**config.mk**
```make
export PLATFORM = sky130hd
export DESIGN_NAME = acc_parser_flat
export DESIGN_NICKNAME = d
export VERILOG_FILES = /design/src/acc_pkg.sv /design/src/acc_if.sv /design/src/acc_parser.sv /design/src/flat_wrapper.sv
export SDC_FILE = /design/constraint.sdc
export NUM_CORES = 1
export LEC_CHECK = 0
export ABC_AREA = 1
export BUFFER_PORTS_ARGS = -buffer_cell sky130_fd_sc_hd__buf_2
export CORE_MARGIN = 4
export CORE_UTILIZATION = 25
export CTS_CLUSTER_SIZE = 40
export DETAILED_ROUTE_END_ITERATION = 10
export GPL_ROUTABILITY_DRIVEN = 0
export HOLD_SLACK_MARGIN = 0.1
export PLACE_DENSITY = 0.51
export SETUP_SLACK_MARGIN = 0.5
export SLEW_MARGIN = 20
export SYNTH_ARGS = -nofsm -noshare
export SYNTH_HDL_FRONTEND = slang
export SYNTH_SLANG_ARGS = --single-unit
```
**constraint.sdc**
```tcl
create_clock -name clk_sys -period 2.85 [get_ports clk_sys]
set_input_delay 0.57 -clock clk_sys [delete_from_list [all_inputs] [get_ports clk_sys]]
set_output_delay 0.57 -clock clk_sys [all_outputs]
set_load 0.05 [all_outputs]
```
**src/acc_pkg.sv**
```systemverilog
// acc_pkg: constants shared by the command checker and its byte parser.
// assumes a byte stream with frame start/end marks from the receive framer.
package acc_pkg;
  localparam logic [7:0] ACC_CMD_ATTRIB = 8'h1D;
  localparam logic [7:0] ACC_PARAM3_OK = 8'h01;
  localparam logic [3:0] ACC_CID_NONE = 4'h0;
  localparam logic [3:0] ACC_PROTO_TYPE = 4'h1;
  localparam logic [31:0] ACC_PUPI_RST = 32'h0000_0000;
  localparam int ACC_FRAME_LEN = 11;
  // param1 fields
  localparam int ACC_P1_TR0_LSB = 6;
  localparam int ACC_P1_TR1_LSB = 4;
  localparam int ACC_P1_EOF_BIT = 3;
  localparam int ACC_P1_SOF_BIT = 2;
  // param2 fields
  localparam int ACC_P2_TX_LSB = 6;
  localparam int ACC_P2_RX_LSB = 4;
  localparam int ACC_P2_FS_LSB = 0;
  localparam logic [1:0] ACC_RATE_106 = 2'h0;
  localparam logic [1:0] ACC_RATE_212 = 2'h1;
  localparam logic [1:0] ACC_TR_CODE_RFU = 2'h3;
  localparam logic [1:0] ACC_TR_CODE_DEF = 2'h0;
  localparam logic [3:0] ACC_FS_256 = 4'h8;
  localparam logic [3:0] ACC_FS_128 = 4'h7;
  localparam logic [3:0] ACC_FS_96 = 4'h6;
  localparam logic [3:0] ACC_FS_64 = 4'h5;
  // timings in 1/fs units
  localparam logic [7:0] ACC_TR0_FLOOR = 8'h40;
  localparam logic [7:0] ACC_TR1_FLOOR = 8'h50;
  localparam logic [15:0] ACC_CRC_INIT = 16'h6363;
  localparam logic [15:0] ACC_CRC_POLY_R = 16'h8408;
  // register map, byte addresses
  localparam logic [3:0] ACC_REG_CTRL = 4'h0;
  localparam logic [3:0] ACC_REG_STAT = 4'h4;
  localparam logic [3:0] ACC_REG_PUPI = 4'h8;
  localparam logic [3:0] ACC_REG_CFG = 4'hC;
  typedef enum logic [1:0] {
    ACC_IDLE = 2'b00,
    ACC_RECV = 2'b01,
    ACC_CHECK = 2'b11,
    ACC_DROP = 2'b10
  } acc_state_t;
endpackage

```
**src/acc_if.sv**
```systemverilog
// acc_if: parsed frame fields between parser and checker.
// assumes one clock; all fields valid while done is high.
`timescale 1ns/100ps
interface acc_if;
  logic done;
  logic crc_ok;
  logic len_ok;
  logic [7:0] cmd;
  logic [31:0] ident;
  logic [7:0] p1;
  logic [7:0] p2;
  logic [7:0] p3;
  logic [7:0] p4;
  modport parser (output done, crc_ok, len_ok, cmd, ident, p1, p2, p3, p4);
  modport sink (input done, crc_ok, len_ok, cmd, ident, p1, p2, p3, p4);
endinterface

```
**src/acc_parser.sv**
```systemverilog
// acc_parser: collects frame bytes and runs the crc over them.
// assumes byte strobes from the receive framer on the same clock.
`timescale 1ns/100ps
module acc_parser
  import acc_pkg::*;
(
  input wire logic clk_sys,
  input wire logic rst_n,
  input wire logic frame_start,
  input wire logic byte_valid,
  input wire logic [7:0] byte_data,
  input wire logic frame_end,
  acc_if.parser fo
);
  logic [3:0] cnt, next_cnt;
  logic [15:0] crc, next_crc;
  logic [7:0] buf_q [0:8];
  logic [7:0] next_buf [0:8];
  logic done, next_done;
  logic over, next_over;

  function automatic logic [15:0] acc_crc_byte(input logic [15:0] c,
                                               input logic [7:0] d);
    logic [15:0] r;
    r = c ^ {8'h00, d};
    for (int i = 0; i < 8; i++) begin
      r = r[0] ? ((r >> 1) ^ ACC_CRC_POLY_R) : (r >> 1);
    end
    return r;
  endfunction

  always_comb begin
    next_cnt = cnt;
    next_crc = crc;
    next_done = 1'b0;
    next_over = over;
    for (int i = 0; i < 9; i++) begin
      next_buf[i] = buf_q[i];
    end
    if (frame_start) begin
      next_cnt = 4'h0;
      next_crc = ACC_CRC_INIT;
      next_over = 1'b0;
    end else if (byte_valid) begin
      next_crc = acc_crc_byte(crc, byte_data);
      if (cnt < 4'd9) begin
        next_buf[cnt] = byte_data;
      end
      if (cnt == 4'hF) begin
        next_over = 1'b1;
      end else begin
        next_cnt = cnt + 4'h1;
      end
    end else if (frame_end) begin
      next_done = 1'b1;
    end
  end

  always_ff @(posedge clk_sys or negedge rst_n) begin
    if (!rst_n) begin
      cnt <= 4'h0;
      crc <= ACC_CRC_INIT;
      done <= 1'b0;
      over <= 1'b0;
      for (int i = 0; i < 9; i++) begin
        buf_q[i] <= 8'h00;
      end
    end else begin
      cnt <= next_cnt;
      crc <= next_crc;
      done <= next_done;
      over <= next_over;
      for (int i = 0; i < 9; i++) begin
        buf_q[i] <= next_buf[i];
      end
    end
  end

  // residue of zero: crc bytes sent uncomplemented, low byte first
  assign fo.done = done;
  assign fo.crc_ok = (crc == 16'h0000);
  assign fo.len_ok = !over && (cnt == 4'(ACC_FRAME_LEN));
  assign fo.cmd = buf_q[0];
  assign fo.ident = {buf_q[4], buf_q[3], buf_q[2], buf_q[1]};
  assign fo.p1 = buf_q[5];
  assign fo.p2 = buf_q[6];
  assign fo.p3 = buf_q[7];
  assign fo.p4 = buf_q[8];
endmodule

```
**src/flat_wrapper.sv**
```systemverilog
// flat-port wrapper written by rule: the top's interface ports become plain ports
module acc_parser_flat import acc_pkg::*;
  (clk_sys, rst_n, frame_start, byte_valid, byte_data, frame_end, fo_done, fo_crc_ok, fo_len_ok, fo_cmd, fo_ident, fo_p1, fo_p2, fo_p3, fo_p4);
  acc_if fo_i ();
  input wire logic clk_sys;
  input wire logic rst_n;
  input wire logic frame_start;
  input wire logic byte_valid;
  input wire logic [7:0] byte_data;
  input wire logic frame_end;
  output wire logic [$bits(fo_i.done)-1:0] fo_done;
  output wire logic [$bits(fo_i.crc_ok)-1:0] fo_crc_ok;
  output wire logic [$bits(fo_i.len_ok)-1:0] fo_len_ok;
  output wire logic [$bits(fo_i.cmd)-1:0] fo_cmd;
  output wire logic [$bits(fo_i.ident)-1:0] fo_ident;
  output wire logic [$bits(fo_i.p1)-1:0] fo_p1;
  output wire logic [$bits(fo_i.p2)-1:0] fo_p2;
  output wire logic [$bits(fo_i.p3)-1:0] fo_p3;
  output wire logic [$bits(fo_i.p4)-1:0] fo_p4;
  assign fo_done = fo_i.done;
  assign fo_crc_ok = fo_i.crc_ok;
  assign fo_len_ok = fo_i.len_ok;
  assign fo_cmd = fo_i.cmd;
  assign fo_ident = fo_i.ident;
  assign fo_p1 = fo_i.p1;
  assign fo_p2 = fo_i.p2;
  assign fo_p3 = fo_i.p3;
  assign fo_p4 = fo_i.p4;
  acc_parser u_core (.clk_sys(clk_sys), .rst_n(rst_n), .frame_start(frame_start), .byte_valid(byte_valid), .byte_data(byte_data), .frame_end(frame_end), .fo(fo_i));
endmodule
```
== Yosys cells after proc, flatten, opt, wreduce, memory -nomap -nowiden ==
Index checks and enable logic that the tools add are counted.

* Output and inout port bits: 75
* Bits in registers: 94
* Word-level logic and storage cells: 62
* Bits of input ports: 13

* Reduce and logical (&&, ||, !) cells: 9
* Add/subtract/negate cells: 1
* Equal/unequal tests: 3
* Bitwise logic cells: 11
* Magnitude comparators: 3
* Multiplexer cells: 22

{| class="wikitable"
|+ Operators by type and width
! cell !! count
|-
| 16-bit two-way mux || 10
|-
| 72-bit bitwise mux || 1
|-
| 8-bit demux with 4-bit select || 1
|-
| 2-bit inverter with 3-bit output || 8
|-
| 16-bit logical NOT || 1
|-
| 16-bit by 8-bit XOR with 16-bit output || 1
|-
| 4-bit two-way mux || 3
|-
| 4-bit equality test, second input constant || 2
|-
| 8-bit two-way mux || 1
|-
| 1-bit two-way mux || 6
|-
| 5-bit greater-or-equal comparator, second input constant || 1
|-
| 5-bit by 1-bit less-than comparator with 1-bit output, second input constant || 1
|-
| 4-bit inverter with 5-bit output || 1
|-
| 4-bit by 1-bit adder with 4-bit output, second input constant || 1
|-
| 4-bit less-than comparator, second input constant || 1
|-
| 2-bit AND reduction || 2
|-
| 2-bit nonzero test || 2
|-
| 3-bit AND reduction || 1
|-
| 1-bit logical AND || 2
|-
| 2-bit inequality test, second input constant || 1
|-
| 1-bit logical NOT || 1
|-
| 1-bit inverter || 1
|}

== Logic depth before layout (Yosys ltp) ==
Gate-level depths: netlist of the first run.

* Depth after elaboration: 19
* Depth in mapped cells: 10
* Gate-level depth less buffers: 9

== Worst setup path after synthesis of the first run ==
OpenSTA, ideal clock, no wires.

* Path type: reg-to-output
* From: register u_core.cnt[0]
* To: output fo_len_ok
* Path slack: -0.034 ns
* Data arrival time: 2.314 ns
* Buffers on the path: 0
* Data required time: 2.280 ns
* Cell stages (with the launch flop): 4
* Cells stage by stage: dfrtp_1 > ha_1 > inv_1 > nor4_1

* Cells in the longest elaborated chain, start to end: 2

{| class="wikitable"
|+ RTL lines
! item !! RTL line !! source
|-
| start: declaration || acc_parser.sv:15 || <nowiki>logic [3:0] cnt, next_cnt;</nowiki>
|-
| start signal: assignment || acc_parser.sv:69 || <nowiki>cnt <= next_cnt;</nowiki>
|-
| 4-bit equality test || acc_parser.sv:82 || <nowiki>assign fo.len_ok = !over && (cnt == 4'(ACC_FRAME_LEN));</nowiki>
|-
| 1-bit logical AND || acc_parser.sv:82 ||
|-
| end: declaration || flat_wrapper.sv:13 || <nowiki>output wire logic [$bits(fo_i.len_ok)-1:0] fo_len_ok;</nowiki>
|}

Every way passes these cells.

== Worst setup path after layout of the first run ==
* From: register u_core.crc[3]
* To: output fo_crc_ok

* Cells in the longest elaborated chain, start to end: 1

{| class="wikitable"
|+ RTL lines
! item !! RTL line !! source
|-
| start: declaration || acc_parser.sv:16 || <nowiki>logic [15:0] crc, next_crc;</nowiki>
|-
| start signal: assignment || acc_parser.sv:70 || <nowiki>crc <= next_crc;</nowiki>
|-
| 16-bit logical NOT || acc_parser.sv:81 || <nowiki>assign fo.crc_ok = (crc == 16'h0000);</nowiki>
|-
| end: declaration || flat_wrapper.sv:12 || <nowiki>output wire logic [$bits(fo_i.crc_ok)-1:0] fo_crc_ok;</nowiki>
|}

Every way passes these cells.

==> results of run 1 <==
## state kept, by name, indices dropped and copies added (netlist names)
register         count
u_core.fo.p1         8
u_core.crc          16
u_core.cnt           4
u_core.fo.p2         8
u_core.fo.p4         8
u_core.over          1
u_core.fo.p3         8
u_core.fo.ident     32
u_core.fo.cmd        8
u_core.fo.done       1
## layout make-up
type,instances,area [um^2]
clock buffers,11,243
clock inverters,5,35.0
fillers,1806,11900
inverters,43,174
multi-input cells,304,1730
flip-flops and latches,94,2360
well taps,225,282
repair buffers,96,523
## metal layers
layer	share of wire	track usage	up-vias	wire, um
li1	-	-	1681	-
met1	0.44	0.163	1644	5190
met2	0.47	0.195	106	5450
met3	0.072	0.0383	15	840
met4	0.019	0.0316	0	223
met5	0	0	-	0
## cells by family (layout without fill, tap and decap cells)
kind of cell | after synthesis | in the layout
AOI/OAI and AO/OA | 91 | 91
xor gates and xnor gates | 1 | 1
adders and majority gates | 4 | 4
buffers and inverters | 61 | 155
DFF | 94 | 94
and+or+nand+nor | 208 | 208
## worst reg2reg max path, stage by stage (launching register included)
cell	delay, ns
dfrtp_2	0.45
inv_1	0.10
ha_1	0.24
nand2_4	0.09
a21oi_4	0.39
nand4_4	0.37
nand2_1	0.20
o21ai_2	0.06
## metrics by stage
stage,power (uW),instances,utilization
after floorplan,3590,459,-
after global placement,4120,762,0.294
after detailed placement,4150,762,0.294
after CTS,5310,778,0.310
after global routing,5540,778,0.311
final,5230,778,0.311
## what timing repair did
item,in CTS,in global routing
endpoints found under the setup margin,2,2
pin swaps,0,0
buffers inserted,0,0
gates resized for setup,3,2
## report_power, final
part           total (uW)  internal [uW]  switching [uW]
clock                1130            614             518
combinational        2190            508            1680
sequential           1920           1690             231
total                5230           2810            2430
## cells in the mapped netlist, drive strengths merged (2+ instances only)
library cell,number,area share
nand2,145,0.13
dfrtp,86,0.49
o21ai,65,0.12
inv,41,0.035
nand3,26,0.030
nor2,20,0.017
a21oi,19,0.024
buf,17,0.031
nand4,11,0.036
dfstp,8,0.048
o22ai,6,0.0085
ha,4,0.011
nor3,3,0.0085
nor4,3,0.0043
clkinv,2,0.0046
## worst max-delay path by stage
stage               cells after the start               end          start  slack [ns]
floorplan                               3         fo_crc_ok  u_core.crc[3]        0.52
detailed placement                      6  u_core.fo.cmd[0]    frame_start        0.54
finish                                  4         fo_crc_ok  u_core.crc[3]        0.59
global placement                        6  u_core.fo.cmd[2]    frame_start        0.61
global route                            4         fo_crc_ok  u_core.crc[3]        0.46
CTS                                     4         fo_len_ok  u_core.cnt[0]        0.46
==> results.cfg, run 1 <==
[sta]
hold_violations = 0
final_max_slew_viol_count = 0
rsz0062_at_grt = false
tightestPinTransition_ns = 0.625
fmax_mhz = 442
finalCriticalPeriod_ns = 2.26
hold_slack_ns = 0.215
finalWorstSetupSlack_ns = 0.590
setup_tns_ns = 0
finClkSkew_ns = 0.00862
post-route-period-util = 0.793
setup_viol_count_final = 0
relSlewSlack = 0.584

[critical_path]
r2r_cells = 7
crit_slowest_cell = dfrtp_1
r2r_end = u_core.fo.p3[0]
crit_arrival_ns = 1.69
max_stage_delay_ns = 0.42
endpoint_kind = output pin
ff2ff_setup_slack_ns = 0.83
required_ns = 2.28
worst_setup_path_start_kind = flop
crit_family = simple AND/OR/NAND/NOR gates
r2r_start = u_core.cnt[0]
path_max_fanout = 4
crit_chain = nor4_2 > nand2_1 > nor3_1 > buf_4
worstSetupPathType = reg2out
path_buf_inv = 1

[floorplanning]
die_h_um = 141
die_w_um = 141
fp.dieArea_mm2 = 0.0198
pin_count = 88
core_mm2 = 0.0172
initial_core_util = 0.255
num_rows = 48

[synth]
synth.distinct_cells = 27
async_reset_ff_frac = 1.00
syn_area_mm2 = 0.00439
yosysSeqAreaShare = 0.538
ys.flop_type = dfrtp_1
synth-compound-area-share = 0.149
synth-simple-area-share = 0.229
synth_mux_area_frac = 0
synth_fa_ha_area_frac = 0.0114
syn_inst = 459
syn-num-nets = 476
synth_seq_cells = 94
synth_xor_area_frac = 0.00199
avgSynthCellArea_um2 = 9.57
synth-edff-count = 0
synth_warnings = 0
synth_top_family_by_area = simple AND/OR/NAND/NOR gates

[finish]
design_area_mm2 = 0.00535
layout_commonest_cell = nand2_1
drive_above_1_share = 0.360
antenna_cells = 0
area_delta_synth_final_pct = 21.8
final_nets = 565
layout_common_cells = nand2_1, dfrtp_1, buf_2

[detailed_routing]
drc = 0
dr.pass1.iters = 4
drt_iter0_drc = 174
routed_via_density = 4.43
num_vias = 3446
wl_per_cell_um = 15.0
wl_um = 11700
ant_nets = 0

[global_route]
grt_pass1_wl_um = 19000
grt_overflow = 0
grt_pass1_vias = 3479
antenna_found_initial = 0
grt_max_degree = 54
track_usage = 0.122

[min_path]
hold_class = in2async

[cts]
cts_sinks = 94
h-tree-depth = 3
root_buffer = clkbuf_16
cts_tree = yes
clk_latency_ns = 0.35
cts_made_buffers = 9
clockBufferDepth = 2
clk_pin_slew_ns = 0.07
cts_hold_buffers = 0

[run]
maxCapViolations = 0

[placed_design]
place_ws_ns = 0.545
hpwl_um = 8490
portBuffers = 87
dpl_cell_area_mm2 = 0.00506

[outcome]
outcome = finished, final reports clean

[power_and_ir_drop]
p_leak_uw = 0.00270
ir_worst_vdd_uv = 668
power_density_mw_per_mm2 = 978
(Power assumes the default switching activity.)
==> inputs of run 2 (changes only) <==
--- a/config.mk
+++ b/config.mk
@@ -5,7 +5,7 @@
 export SDC_FILE = /design/constraint.sdc
 export NUM_CORES = 1
 export LEC_CHECK = 0
-export ABC_AREA = 1
+export ABC_AREA = 0
 export BUFFER_PORTS_ARGS = -buffer_cell sky130_fd_sc_hd__buf_2
 export CORE_MARGIN = 4
 export CORE_UTILIZATION = 25
==> constraint.sdc (replaced) <==
create_clock -name clk_sys -period 2.1 [get_ports clk_sys]
set_input_delay 0.42 -clock clk_sys [delete_from_list [all_inputs] [get_ports clk_sys]]
set_output_delay 0.42 -clock clk_sys [all_outputs]
set_load 0.05 [all_outputs]
==> run 2 against run 1 <==
Compared with the run above: clock power is 35% higher; sequential share of layout area shrank 2.5 points; critical path depth shrank 1; critical path type unchanged; critical endpoint unchanged; largest power group is now sequential cells.
==> results.cfg, run 2 <==
[global_route]
grt_pass1_vias = 2787
grt_max_degree = 45
track_usage = 0.119
grt_overflow = 0
antenna_found_initial = 0
grt_pass1_wl_um = 16900

[synth]
synth_seq_cells = 94
synthTopCellsByArea = dfrtp_1, mux2_2, dfstp_2
async_reset_ff_frac = 1.00
syn_area_mm2 = 0.00420
synth-edff-count = 0
syn-num-nets = 307
avgSynthCellArea_um2 = 14.5
yosys-top-cells-count = dfrtp_1, mux2_2, nand2_1
yosysSeqAreaShare = 0.562
synth_warnings = 0
synth_top_area_frac = 0.512
ys.flop_type = dfrtp_1
syn_inst = 290
synth.distinct_cells = 40
yosysMostFrequentCell = dfrtp_1
synth_top_area_cell = dfrtp_1

[critical_path]
r2r_start = u_core.cnt[2]
worst_setup_path_start_kind = flop
crit_start = u_core.crc[13]
ff2ff_setup_slack_ns = 0.39
endpoint_kind = output pin
setup.worst_path.end = fo_crc_ok
crit_arrival_ns = 1.42
required_ns = 1.68
r2r_cells = 3
worstSetupPathType = reg2out
r2r_end = u_core.fo.ident[20]
path_max_fanout = 3

[finish]
largest_reg_flops = 32
num-fill-cells = 1599
drive_above_1_share = 0.589
antenna_cells = 0
design_area_mm2 = 0.00568
final_nets = 413
area_delta_synth_final_pct = 35.1
layout_common_cells = buf_2, dfrtp_1, mux2_4
seq_area_mm2 = 0.00236
multi_input_area_mm2 = 0.00203

[floorplanning]
pin_count = 88
core_mm2 = 0.0165
die_h_um = 138
die_w_um = 138
initial_core_util = 0.254
num_rows = 47
fp.dieArea_mm2 = 0.0190

[detailed_routing]
drc = 0
num_vias = 2669
wl_um = 10800
wl_per_cell_um = 17.5
wl_met3_um = 596
topRoutingLayerUsed = met4
wl_met1_um = 5000
drt_iter0_drc = 119
dr.pass1.iters = 6
wl_met2_um = 5100
routed_via_density = 4.30
ant_nets = 0

[power_and_ir_drop]
power_density_mw_per_mm2 = 982
p_leak_uw = 0.00277
ir_worst_vdd_uv = 409

[min_path]
hold_class = in2reg

[sta]
setup_viol_count_final = 0
fmax_mhz = 543
finClkSkew_ns = 0.00592
final_max_slew_viol_count = 0
rsz0062_at_grt = true
tightestPinTransition_ns = 0.526
relSlewSlack = 0.650
setup_tns_ns = 0
finalWorstSetupSlack_ns = 0.258
finalCriticalPeriod_ns = 1.84
hold_violations = 0
post-route-period-util = 0.877

[cts]
h-tree-depth = 3
clockBufferDepth = 2
cts_tree = yes
cts_sinks = 94
cts_made_buffers = 9
root_buffer = clkbuf_16
clk_pin_slew_ns = 0.07
clk_latency_ns = 0.34

[run]
maxCapViolations = 0

[outcome]
outcome = finished, final reports clean

[placed_design]
hpwl_um = 7540
place_ws_ns = 0.180
dpl_cell_area_mm2 = 0.00508
portBuffers = 87
run 2: cells by family (layout without fill, tap and decap cells):
group                    after synthesis  after routing  synth area share
AO/OA/AOI/OAI                         25             25            0.0375
XOR/XNOR                              25             25            0.0938
adder cells (fa/ha/maj)                4              4            0.0119
buffers and inverters                 23            134            0.0232
flip-flops                            94             94             0.562
multiplexers                          73             73             0.195
AND/OR/NAND/NOR                       46             46            0.0765
run 2: per-stage QoR:
stage                     hold slack, ns  utilization  power (uW)  instances
after floorplan                    0.124            -        3580        290
after global placement             0.388        0.307        3970        589
after detailed placement           0.386        0.307        3990        589
after CTS                          0.267        0.339        5610        620
after global routing               0.286        0.344        5850        621
final                              0.284        0.344        5580        621
run 2: what timing repair did:
| item | CTS | global route |
|---|---|---|
| setup buffers | 14 | 1 |
| endpoints found under the setup margin | 74 | 76 |
| pin swaps | 10 | 3 |
| hold buffers | 1 | 0 |
| gates resized for setup | 29 | 10 |
| endpoints found under the hold margin | 21 | 0 |
run 2: routing by layer:
layer / global-route usage / up-vias
met4: 0.0305 / 0
li1: - / 1237
met2: 0.182 / 75
met3: 0.0358 / 14
met5: 0 / -
met1: 0.165 / 1343
run 2: how the worst min path moves through the flow:
stage,startpoint,end,cells after the start
after detailed placement,rst_n,u_core.fo.p4[6],1
after global placement,rst_n,u_core.fo.p4[4],1
final,frame_end,u_core.fo.done,2
after global routing,frame_end,u_core.fo.done,2
after floorplan,rst_n,u_core.cnt[0],0
after CTS,frame_end,u_core.fo.done,2
run 2: worst max-delay path, cell delays in order (launching register included):
cell and delay, ns:
dfstp_2 0.39, nor4_4 0.27, and4_4 0.27, buf_8 0.14
run 2: area by class of cell:
| type | count | share of cell area |
|---|---|---|
| clock buffers | 9 | 0.0397 |
| multi-input cells | 173 | 0.357 |
| well taps | 220 | 0.0485 |
| clock inverters | 7 | 0.00859 |
| inverters | 5 | 0.00375 |
| repair buffers | 113 | 0.126 |
| flip-flops and latches | 94 | 0.416 |
run 2: report_power, final:
part | switching (uW) | internal [uW] | leakage [uW]
registers | 180 | 2080 | 0.00122
clock network | 715 | 807 | 0.000136
logic | 1090 | 704 | 0.00141
total | 1990 | 3590 | 0.00277
==> inputs of run 3 (changes only) <==
--- a/config.mk
+++ b/config.mk
@@ -7,13 +7,15 @@
 export LEC_CHECK = 0
 export ABC_AREA = 0
 export BUFFER_PORTS_ARGS = -buffer_cell sky130_fd_sc_hd__buf_2
+export CELL_PAD_IN_SITES_DETAIL_PLACEMENT = 0
+export CELL_PAD_IN_SITES_GLOBAL_PLACEMENT = 1
 export CORE_MARGIN = 4
 export CORE_UTILIZATION = 25
 export CTS_CLUSTER_SIZE = 40
 export DETAILED_ROUTE_END_ITERATION = 10
 export GPL_ROUTABILITY_DRIVEN = 0
 export HOLD_SLACK_MARGIN = 0.1
-export PLACE_DENSITY = 0.51
+export PLACE_DENSITY = 0.58
 export SETUP_SLACK_MARGIN = 0.5
 export SLEW_MARGIN = 20
 export SYNTH_ARGS = -nofsm -noshare
==> run 3 against run 2 <==
Compared with the run above: clock skew is 0.00063 ns higher; critical path depth unchanged; worst setup slack got worse by 0.062 ns; final cell count up 1.3%.
==> results.cfg, run 3 (synthesis gave the netlist of run 2 again) <==
[critical_path]
path_max_fanout = 3
crit_arrival_ns = 1.48
crit_chain = nor4_1 > and4_4 > buf_8
max_stage_delay_ns = 0.41
crit_slowest_cell = dfrtp_1
endpoint_kind = output pin
worstSetupPathType = reg2out
required_ns = 1.68
worst_setup_path_start_kind = flop

[finish]
largest_reg_flops = 32
seq_area_mm2 = 0.00237
layout_common_cells = buf_2, dfrtp_1, mux2_4
layout_commonest_cell = buf_2
design_area_mm2 = 0.00582
final_nets = 421
multi_input_area_mm2 = 0.00208
stdcell_count = 629
num-fill-cells = 1625
drive_above_1_share = 0.601
antenna_cells = 0
area_delta_synth_final_pct = 38.5

[sta]
finalCriticalPeriod_ns = 1.90
finClkSkew_ns = 0.00654
relSlewSlack = 0.635
tightestPinTransition_ns = 0.547
hold_violations = 0
setup_viol_count_final = 0
rsz0062_at_grt = true
final_max_slew_viol_count = 0
fmax_mhz = 525
post-route-period-util = 0.907
setup_tns_ns = 0

[global_route]
antenna_found_initial = 0
track_usage = 0.122
grt_max_degree = 39
grt_overflow = 0
grt_pass1_wl_um = 17100
grt_pass1_vias = 2834

[cts]
clockBufferDepth = 2
cts_tree = yes
clk_pin_slew_ns = 0.07
cts_sinks = 94
h-tree-depth = 3
root_buffer = clkbuf_16
cts_made_buffers = 9
clk_latency_ns = 0.35

[power_and_ir_drop]
power_density_mw_per_mm2 = 974
total_power_uw = 5670
ir_worst_vdd_uv = 484
p_leak_uw = 0.00286

[floorplanning]
die_w_um = 138
num_rows = 47
fp.dieArea_mm2 = 0.0190
initial_core_util = 0.254
die_h_um = 138
core_mm2 = 0.0165
pin_count = 88

[placed_design]
hpwl_um = 7360
dpl_cell_area_mm2 = 0.00508
portBuffers = 87
place_inst = 588

[min_path]
hold_class = in2reg

[detailed_routing]
wl_um = 11200
wl_per_cell_um = 17.8
num_vias = 2729
drc = 0
routed_via_density = 4.34
drt_iter0_drc = 77
dr.pass1.iters = 4
wl_met3_um = 663
topRoutingLayerUsed = met4
wl_met1_um = 5100
ant_nets = 0
wl_met2_um = 5280

[outcome]
outcome = finished, final reports clean

[run]
maxCapViolations = 0
run 3: cell count changes in the layout (fill, tap and decap cells not counted), moves of 2 or more:
cell and change:
mux2_4 +18, mux2_2 -17, buf_4 +4, buf_6 +3
inv_6 +3, clkinv_2 -2, inv_1 -2, inv_2 +2
run 3: critical path: cells and delay by family (launching register included):
family        cells  cell delay [ns]
simple gates      2             0.58
flops             1             0.41
buf+inv           1             0.15
run 3: path summary, 6_finish.rpt:
path	start	slack, ns	endpoint	depth (start not counted)
worst max register to register	u_core.cnt[3]	0.34	u_core.fo.ident[3]	5
worst max-delay path	u_core.crc[7]	0.20	fo_crc_ok	3
worst min register to register	u_core.fo.p2[1]	0.50	u_core.fo.p2[1]	1
min in group asynchronous	rst_n	0.59	u_core.fo.p3[5]	2
max in group asynchronous	rst_n	0.90	u_core.crc[6]	3
worst min-delay path	frame_end	0.27	u_core.fo.done	2
run 3: per-stage QoR:
| step | hold WS [ns] | utilization | setup slack [ns] |
|---|---|---|---|
| floorplan | 0.124 | - | 0.391 |
| global placement | 0.447 | 0.307 | 0.168 |
| detailed placement | 0.449 | 0.307 | 0.144 |
| CTS | 0.259 | 0.343 | 0.180 |
| global route | 0.274 | 0.352 | 0.147 |
| finish | 0.273 | 0.352 | 0.196 |
run 3: final cells by class:
cell class | instances | share of cell area
Clock buffer | 9 | 0.0387
Clock inverter | 7 | 0.00945
Inverter | 5 | 0.00408
Multi-Input combinational cell | 173 | 0.357
Sequential cell | 94 | 0.406
Tap cell | 220 | 0.0473
Timing Repair Buffer | 121 | 0.137
run 3: power breakdown:
| part | total (uW) | leakage [uW] | internal (uW) | switching (uW) |
|---|---|---|---|---|
| clock network | 1570 | 0.000133 | 818 | 756 |
| registers | 2280 | 0.00122 | 2080 | 199 |
| logic | 1820 | 0.00151 | 744 | 1080 |
run 3: repair_timing:
item	CTS	global route
pin swaps	16	8
hold buffers	1	0
buffers inserted	16	8
endpoints found under the setup margin	74	68
cloned	0	0
hold endpoints to repair	36	0
gates resized for setup	40	20
run 3: layer usage:
layer | GRT usage | vias up
met5 | 0 | -
met4 | 0.0338 | 0
met3 | 0.0457 | 15
met2 | 0.191 | 71
met1 | 0.159 | 1394
li1 | - | 1249
